[config.mk]
export PLATFORM = sky130hd
export DESIGN_NAME = hts_stamp
export DESIGN_NICKNAME = d
export VERILOG_FILES = /design/src/core/hts_pkg.sv /design/src/core/hts_capture_reg.sv /design/src/core/hts_stamp.sv
export SDC_FILE = /design/constraint.sdc
export NUM_CORES = 1
export LEC_CHECK = 0
export BUFFER_PORTS_ARGS = -buffer_cell sky130_fd_sc_hd__buf_2
export CAP_MARGIN = 0
export CORE_MARGIN = 5
export CORE_UTILIZATION = 41
export DETAILED_ROUTE_END_ITERATION = 16
export PLACE_DENSITY = 0.75
export SYNTH_ARGS = -nofsm -noshare
export SYNTH_HDL_FRONTEND = slang
export SYNTH_SLANG_ARGS = --single-unit
export TNS_END_PERCENT = 10
[constraint.sdc]
create_clock -name clock -period 1.15 [get_ports clock]
set_input_delay 0 -clock clock [delete_from_list [all_inputs] [get_ports clock]]
set_output_delay 0 -clock clock [all_outputs]
set_load 0.05 [all_outputs]
[src/core/hts_pkg.sv]
// Constants and types shared by the over-temperature time-stamp capture block
package hts_pkg;

    // ------------------------------------------------------------
    // Register bus
    // ------------------------------------------------------------
    localparam int HTS_ADDR_W = 8;
    localparam int HTS_DATA_W = 8;

    // ------------------------------------------------------------
    // Register offsets
    // ------------------------------------------------------------
    localparam logic [HTS_ADDR_W-1:0] HTS_OFS_HOURS = 8'h22;
    localparam logic [HTS_ADDR_W-1:0] HTS_OFS_DATE = 8'h23;
    localparam logic [HTS_ADDR_W-1:0] HTS_OFS_MONTH = 8'h24;

    // ------------------------------------------------------------
    // Field widths (stored BCD bits, from bit 0 upward)
    // ------------------------------------------------------------
    localparam int HTS_HOURS_W = 6;
    localparam int HTS_DATE_W = 6;
    localparam int HTS_MONTH_W = 5;

    // ------------------------------------------------------------
    // Reset and clear values, read value of unmapped addresses
    // ------------------------------------------------------------
    localparam logic [HTS_DATA_W-1:0] HTS_RESET_VAL = 8'h00;
    localparam logic [HTS_DATA_W-1:0] HTS_UNMAPPED_VAL = 8'h00;

    // ------------------------------------------------------------
    // Overwrite selection encoding
    // ------------------------------------------------------------
    localparam logic HTS_KEEP_FIRST = 1'h0;
    localparam logic HTS_KEEP_LAST = 1'h1;

    // ------------------------------------------------------------
    // Stamp holding state
    // ------------------------------------------------------------
    typedef enum logic {
        HTS_EMPTY,
        HTS_HELD
    } hts_stamp_t;

endpackage

[src/core/hts_capture_reg.sv]
// One read-only capture field: loaded on an event, zeroed by a clear
`timescale 1ns/1ps
module hts_capture_reg #(
    parameter int WIDTH = 6
) (
    // Clock and reset
    input wire logic clock,
    input wire logic nrst,
    // Control
    input wire logic load,
    input wire logic clear,
    // Data
    input wire logic [WIDTH-1:0] value,
    output logic [WIDTH-1:0] field_q
);
    import hts_pkg::*;

    logic [WIDTH-1:0] field_d;

    // ------------------------------------------------------------
    // Next value: a capture wins over a clear in the same cycle
    // ------------------------------------------------------------
    always_comb
    begin
        field_d = field_q;
        if (load)
        begin
            field_d = value;
        end
        else if (clear)
        begin
            field_d = HTS_RESET_VAL[WIDTH-1:0];
        end
    end

    always_ff @(posedge clock or negedge nrst)
    begin
        if (!nrst)
        begin
            field_q <= '0;
        end
        else
        begin
            field_q <= field_d;
        end
    end

endmodule

[src/core/hts_stamp.sv]
// Over-temperature event time stamp: hours, date and month capture registers
// ------------------------------------------------------------
// ------------------------------------------------------------
`timescale 1ns/1ps
module hts_stamp (
    // Clock and reset
    input wire logic clock,
    input wire logic nrst,
    // Register port
    input wire logic [hts_pkg::HTS_ADDR_W-1:0] reg_addr,
    input wire logic [hts_pkg::HTS_DATA_W-1:0] reg_wdata,
    input wire logic reg_wr,
    input wire logic reg_rd,
    output logic [hts_pkg::HTS_DATA_W-1:0] reg_rdata_q,
    // Calendar time base (BCD)
    input wire logic [hts_pkg::HTS_DATA_W-1:0] cal_hours,
    input wire logic [hts_pkg::HTS_DATA_W-1:0] cal_date,
    input wire logic [hts_pkg::HTS_DATA_W-1:0] cal_month,
    // Stamp control from the rest of the unit
    input wire logic hot_event,
    input wire logic hot_stamp_enable,
    input wire logic hot_stamp_overwrite_select,
    input wire logic hot_stamp_clear,
    // Status
    output logic stamp_held_q
);
    import hts_pkg::*;

    // ------------------------------------------------------------
    // Declarations
    // ------------------------------------------------------------
    logic [HTS_HOURS_W-1:0] hours_q;
    logic [HTS_DATE_W-1:0] date_q;
    logic [HTS_MONTH_W-1:0] month_q;
    logic [HTS_DATA_W-1:0] hot_event_hours;
    logic [HTS_DATA_W-1:0] hot_event_date;
    logic [HTS_DATA_W-1:0] hot_event_month;
    hts_stamp_t stamp_q;
    hts_stamp_t stamp_d;
    logic capture;
    logic [HTS_DATA_W-1:0] reg_rdata_d;

    // ------------------------------------------------------------
    // Capture decision
    // ------------------------------------------------------------
    // Disabled: nothing is recorded. Keep-first: only while empty.
    always_comb
    begin
        capture = 1'b0;
        if (hot_event && hot_stamp_enable)
        begin
            if (hot_stamp_overwrite_select == HTS_KEEP_LAST)
            begin
                capture = 1'b1;
            end
            else
            begin
                capture = (stamp_q == HTS_EMPTY);
            end
        end
    end

    // ------------------------------------------------------------
    // Stamp holding state
    // ------------------------------------------------------------
    // A new capture wins over a clear arriving in the same cycle
    always_comb
    begin
        stamp_d = stamp_q;
        case (stamp_q)
            HTS_EMPTY:
            begin
                if (capture)
                begin
                    stamp_d = HTS_HELD;
                end
            end
            HTS_HELD:
            begin
                if (!capture && hot_stamp_clear)
                begin
                    stamp_d = HTS_EMPTY;
                end
            end
            default:
            begin
                stamp_d = HTS_EMPTY;
            end
        endcase
    end

    always_ff @(posedge clock or negedge nrst)
    begin
        if (!nrst)
        begin
            stamp_q <= HTS_EMPTY;
            stamp_held_q <= 1'b0;
        end
        else
        begin
            stamp_q <= stamp_d;
            stamp_held_q <= (stamp_d == HTS_HELD);
        end
    end

    // ------------------------------------------------------------
    // Capture fields, all loaded by one common strobe
    // ------------------------------------------------------------
    hts_capture_reg #(
        .WIDTH(HTS_HOURS_W)
    ) u_hours (
        .clock(clock),
        .nrst(nrst),
        .load(capture),
        .clear(hot_stamp_clear),
        .value(cal_hours[HTS_HOURS_W-1:0]),
        .field_q(hours_q)
    );

    hts_capture_reg #(
        .WIDTH(HTS_DATE_W)
    ) u_date (
        .clock(clock),
        .nrst(nrst),
        .load(capture),
        .clear(hot_stamp_clear),
        .value(cal_date[HTS_DATE_W-1:0]),
        .field_q(date_q)
    );

    hts_capture_reg #(
        .WIDTH(HTS_MONTH_W)
    ) u_month (
        .clock(clock),
        .nrst(nrst),
        .load(capture),
        .clear(hot_stamp_clear),
        .value(cal_month[HTS_MONTH_W-1:0]),
        .field_q(month_q)
    );

    // ------------------------------------------------------------
    // Register images, unused upper bits read as zero
    // ------------------------------------------------------------
    assign hot_event_hours = {{(HTS_DATA_W-HTS_HOURS_W){1'b0}}, hours_q};
    assign hot_event_date = {{(HTS_DATA_W-HTS_DATE_W){1'b0}}, date_q};
    assign hot_event_month = {{(HTS_DATA_W-HTS_MONTH_W){1'b0}}, month_q};

    // ------------------------------------------------------------
    // Register read port
    // ------------------------------------------------------------
    // Writes are decoded nowhere: every register here is read-only
    always_comb
    begin
        reg_rdata_d = HTS_UNMAPPED_VAL;
        if (reg_rd)
        begin
            case (reg_addr)
                HTS_OFS_HOURS: reg_rdata_d = hot_event_hours;
                HTS_OFS_DATE: reg_rdata_d = hot_event_date;
                HTS_OFS_MONTH: reg_rdata_d = hot_event_month;
                default: reg_rdata_d = HTS_UNMAPPED_VAL;
            endcase
        end
    end

    always_ff @(posedge clock or negedge nrst)
    begin
        if (!nrst)
        begin
            reg_rdata_q <= HTS_RESET_VAL;
        end
        else
        begin
            reg_rdata_q <= reg_rdata_d;
        end
    end
endmodule

==> run summary, run 1 <==
Routed WL: 2340 um
Max VDD drop: 0.744 mV
Slew HR: 65.6%
Cell Area, Placed: 1390 um^2
Hold-fix buffers, CTS: 20
Arrival time at the worst endpoint: 1.47 ns
Hold Path Class: input pin to flop
RR Startpoint: stamp_q
Htree depth: 1
CTS tree: done
CP endpoint kind: flop
CP Launch Type: flop
First-pass GRT wire length: 3900 um
Fin nets: 197
Vias in the first global route: 893
Pwr Density: 1000 nW/um^2
Cts bufs inserted: 3
Die width: 63.6 um
Post-DP HPWL: 1770 um
Core box area: 2760 um^2
RSZ-0062 raised after global routing: true
Lkg Pwr: 0.000828 uW
GPL Wtd Cong: 0.760
Area contributors post-synth: dfrtp_1, mux2_2, mux2_4, nor2b_1, a22oi_1
Area Overhead vs Synth: 38.6%
Required @ worst endpoint: 1.35 ns
Sequential cell area fraction in the yosys report: 51.1%
Slew Limit Fails: 0
Clock transition at path regs: 0.12 ns
CTS sink cnt: 24
Yosys reg bits: 24
Worst Reg-to-Reg Cells: 4
Status: finished with violations
Max cap viols: 0
Commonest non-fill, non-tap cell in the layout: buf_2
Via density: 4.73
Maximum number of pins on one net before global-route repair: 25
# IOs: 57
Final instance area: 1630 um^2
Worst hold slack: 0.0117 ns
Iter 0 DRT Violations: 3
Most frequent cells in the layout: buf_2, dfrtp_1, dlygate4sd3_1, nor2b_1, mux2_4
Post-Syn Area per Cell: 13.4 um^2
Row count: 19
Number of antenna-violating nets in the routed design: 0
Later-pin clock latency in the skew report: 0.30 ns
Top cell type's share of synthesized area: 51.1%
Hold path startpoint: hot_stamp_overwrite_select
Synthesized instance count: 88
Clock Path Buffers: 2
Post-CTS setup buffer count: 0
Endpoints failing setup: 17
Failing checks: negative setup slack
# port buffers: 38
Ys Warns: 0
Antenna violations before repair: 0
Post-layout worst setup margin: -0.112 ns
Final Skew: 0.00634 ns
ANT cells: 0
Maximum operating frequency: 0.792 GHz
Clk Tree Root Cell: clkbuf_4
Die Height: 63.6 um
Drc violations: 0
Via Count: 846
Slew @ Worst Pin: 0.515 ns
Fraction of layout cells with a size suffix above 1: 46.6%
GRT Resource Usage Total: 11.9%
Crit. Startpoint: stamp_q
GR Overflow Total: 0
Critical Path End: u_hours.field_q[3]
Synth cell types: 18
Die ar.: 4040 um^2
Crit-path max FO: 12
Fin crit share: 110%
Starting density of the core: 42.6%
Mapped Area: 1180 um^2
Final-report hold violation count: 0
Detailed Routing Iterations Pass 1: 4
Cell taking the most area after synthesis: dfrtp_1
Worst r2r dst: u_hours.field_q[3]
DR WL/cell: 13.1 um
Post-route minimum period: 1.26 ns
Setup slack, reg-to-reg: -0.11 ns
Kind of critical path: flop to flop
[sequential cells by signal, summed over array words and instances (netlist names)]
signal and flops:
stamp_q 1, u_month.field_q 5, reg_rdata_q 6, u_date.field_q 6
u_hours.field_q 6
[what timing repair did]
item                                    CTS  global route
endpoints found under the setup margin   17            17
resized for setup                         0             3
endpoints found under the hold margin    42             1
[report_power, final]
part / internal (uW) / total (uW) / switching (uW)
clock: 135 / 366 / 231
sequential: 894 / 920 / 26.1
combinational: 204 / 346 / 143
[synth_stat cells]
cell      number
nor2b_1       18
nor3b_1        1
conb_1         1
buf_12         1
mux2_2        13
inv_2          1
nand3b_1       1
o211ai_4       1
mux2i_1        1
a22oi_1        5
dfrtp_1       24
nor3b_2        1
nor4b_1        1
nor2_1         5
buf_2          2
mux2_4         9
buf_4          2
o21ai_0        1
[critical path, cell delays in order (launching register included)]
cell and delay, ns:
dfrtp_2 0.40, inv_2 0.05, o211ai_4 0.19, buf_12 0.18, mux2_2 0.34
[cell type report]
cell class | instances | area (um^2)
clock buffer | 4 | 26.3
fill | 235 | 1130
inverter | 1 | 3.75
multi-input combinational | 59 | 542
sequential | 24 | 602
tap | 31 | 38.8
timing repair buffer | 60 | 418
[kinds of logic (layout without fill, tap and decap cells)]
group,Yosys count,after routing,synth area share (%)
flops,24,24,51.1
buf+inv,6,65,4.15
compound gates,7,7,5.43
simple gates,27,27,14.3
mux,23,23,24.8
other cells,1,2,0.319
[routing by layer]
layer / global-route usage, % / wire (um)
met1: 14.6 / 1040
met2: 20.2 / 1140
met3: 3.02 / 167
met4: 3.90 / 0
met5: 0 / 0
[how the worst min path moves through the flow]
stage / to / cells past startpoint
after floorplan: reg_rdata_q[0] / 0
after global placement: u_hours.field_q[0] / 1
after detailed placement: u_hours.field_q[2] / 1
after CTS: stamp_q / 3
after global routing: stamp_q / 3
final: stamp_q / 3
[through the flow]
stage                     TNS, ns  worst slack (ns)  instances  util [%]  total power, uW
after floorplan             -4.91            -0.332         89         -             1120
after global placement     -0.579           -0.0453        155      50.5             1220
after detailed placement    -1.34           -0.0990        155      50.5             1230
after CTS                   -1.76            -0.122        179      58.7             1650
after global routing        -2.15            -0.145        179      59.1             1730
final                       -1.61            -0.112        179      59.1             1630
Power figures use the tool's default switching activity.
==> inputs of run 2 (changes only) <==
- CTS_CLUSTER_SIZE: default -> 10
- PLACE_DENSITY: 0.75 -> default
- PLACE_DENSITY_LB_ADDON: default -> 0.25
==> run 2 against run 1 <==
The run still ends with negative setup slack left. Clock-buffer cell count is 1 lower. Global-route usage increased by 1.1 points. Clock power increased by 66%. Power is 15% higher. Critical path depth unchanged. Sequential share of layout area down 0.28 points. Clock skew increased by 0.0051 ns. Highest routed layer is now met4.
==> run summary, run 2 (synthesized netlist as in run 1, its figures left out) <==
Final Skew: 0.0115 ns (+0.00514 ns)
# port buffers: 38 (unchanged)
Pwr Density: 1140 nW/um^2 (+14%)
Fin crit share: 107% (-2.5 points)
GRT Resource Usage Total: 13.0% (+1.1 points)
Crit. Startpoint: stamp_q
Worst path slowest cell: dfrtp_2
Die width: 63.6 um (unchanged)
Die Height: 63.6 um (unchanged)
Critical-path cell list: inv_2, o211ai_4, buf_6, mux2_2
Critical Path End: u_month.field_q[2]
Endpoints failing setup: 17 (unchanged)
Drc violations: 0 (unchanged)
DR WL/cell: 13.8 um (+5.8%)
Post-route minimum period: 1.23 ns (-0.0288 ns)
Antenna violations before repair: 0 (unchanged)
Maximum number of pins on one net before global-route repair: 25 (unchanged)
GPL Wtd Cong: 0.677 (-11%)
Post-CTS setup buffer count: 0 (unchanged)
Slew HR: 64.4% (-1.2 points)
CP endpoint kind: flop
Final-report hold violation count: 0 (unchanged)
Hold path startpoint: reg_addr[2]
Grt met3 use: 3.20% (+0.18 points)
Detailed Routing Iterations Pass 1: 3 (-1)
Arrival time at the worst endpoint: 1.46 ns (about the same)
Number of antenna-violating nets in the routed design: 0 (unchanged)
GR Overflow Total: 0 (unchanged)
CTS tree: done
Fraction of layout cells with a size suffix above 1: 48.3% (+1.7 points)
Area Overhead vs Synth: 39.7%
Routed WL: 2460 um (+5.3%)
DP Worst Slack: -0.102 ns (-0.00294 ns)
First-pass GRT wire length: 4220 um (+8.3%)
# IOs: 57 (unchanged)
CTS sink cnt: 24 (unchanged)
Vias in the first global route: 891 (-0.22%)
Later-pin clock latency in the skew report: 0.32 ns (+0.02 ns)
Met1 Use GR: 18.4% (+3.8 points)
Worst hold slack: 0.0489 ns (+0.0372 ns)
Setup slack, reg-to-reg: -0.08 ns (+0.03 ns)
Failing checks: negative setup slack
GRT Max-Usage Layer: met2
Core box area: 2760 um^2 (unchanged)
Worst Reg-to-Reg Cells: 4 (unchanged)
Biggest regs: reg_rdata_q (6), u_date.field_q (6), u_hours.field_q (6)
Clk Tree Root Cell: clkbuf_4
Required @ worst endpoint: 1.37 ns (+0.02 ns)
Via Count: 837 (-1.1%)
CP max stage delay: 0.39 ns (about the same)
Post-DP HPWL: 1710 um (-3.3%)
Post-layout worst setup margin: -0.0835 ns (+0.0288 ns)
Die ar.: 4040 um^2 (unchanged)
Clock transition at path regs: 0.14 ns (+0.02 ns)
CP Launch Type: flop
Kind of critical path: flop to flop
Maximum operating frequency: 0.811 GHz (+2.3%)
ANT cells: 0 (unchanged)
Hold Path Class: input pin to flop
Met2 Use GR: 19.0% (-1.1 points)
Power after layout: 1870 uW (+15%)
Lkg Pwr: 0.000838 uW (+1.2%)
Worst r2r dst: u_month.field_q[2]
Clock Path Buffers: 2 (unchanged)
Row count: 19 (unchanged)
Status: finished with violations
Commonest non-fill, non-tap cell in the layout: buf_2
Cts bufs inserted: 3 (unchanged)
Slew Limit Fails: 0 (unchanged)
Fin nets: 196 (-0.51%)
Starting density of the core: 42.6% (unchanged)
RR Startpoint: stamp_q
Max VDD drop: 0.707 mV (-4.9%)
Crit-path max FO: 8 (-4)
Htree depth: 1 (unchanged)
Via density: 4.70 (-0.51%)
RSZ-0062 raised after global routing: true
Most frequent cells in the layout: buf_2, dfrtp_1, nor2b_1, dlygate4sd3_1, mux2_4
Max cap viols: 0 (unchanged)
Slew @ Worst Pin: 0.534 ns (+0.0183 ns)
Iter 0 DRT Violations: 18 (+15)
run 2: changes by cell type in the layout (fill, tap and decap cells not counted), sizes merged:
| cell | delta |
|---|---|
| dlygate4sd3 | -2 |
| buf | +1 |
| clkbuf | -1 |
| bufinv | +1 |
run 2: how the worst min path moves through the flow:
| stage | end | cells after the start |
|---|---|---|
| 2_1_floorplan | reg_rdata_q[0] | 0 |
| 3_3_place_gp | reg_rdata_q[5] | 1 |
| 3_5_place_dp | reg_rdata_q[3] | 1 |
| 4_1_cts | reg_rdata_q[5] | 3 |
| 5_1_grt | reg_rdata_q[5] | 3 |
| 6_report | reg_rdata_q[5] | 3 |
run 2: worst max-delay path, delay by kind of cell (launching register included):
kind	cells	cell delay, ns
AO/OA/AOI/OAI	1	0.19
buffers and inverters	2	0.23
flip-flops	1	0.39
multiplexers	1	0.33
run 2: per-stage QoR:
step | setup TNS [ns] | instance area (um^2) | util, % | cells
2_1_floorplan | -4.91 | 1180 | - | 89
4_1_cts | -1.01 | 1630 | 59.2 | 178
3_3_place_gp | -0.639 | 1390 | 50.3 | 156
3_5_place_dp | -1.02 | 1390 | 50.3 | 156
6_report | -1.05 | 1640 | 59.6 | 178
5_1_grt | -2.06 | 1640 | 59.6 | 178
run 2: cell type report:
class | count | area (um^2)
Multi-Input combinational cell | 59 | 546
Clock inverter | 1 | 30.0
Inverter | 1 | 3.75
Clock buffer | 3 | 22.5
Tap cell | 31 | 38.8
Timing Repair Buffer | 59 | 400
Fill cell | 231 | 1110
Sequential cell | 24 | 602
run 2: per-layer routing:
metal  up-vias  routed length [um]
li1        420                   -
met1       387                1130
met5         -                   0
met4         0                  17
met3         2                 173
met2        28                1140
run 2: timing repair:
item | in CTS | in global routing
endpoints found under the hold margin | 41 | 0
resized for setup | 3 | 3
pin swaps | 0 | 0
setup endpoints to repair | 16 | 17
hold buffers | 18 | 0
run 2: power by group:
part	internal (uW)	total, uW	switching [uW]
clock network	352	609	256
logic	201	345	144
registers	894	918	24.5
total	1450	1870	425
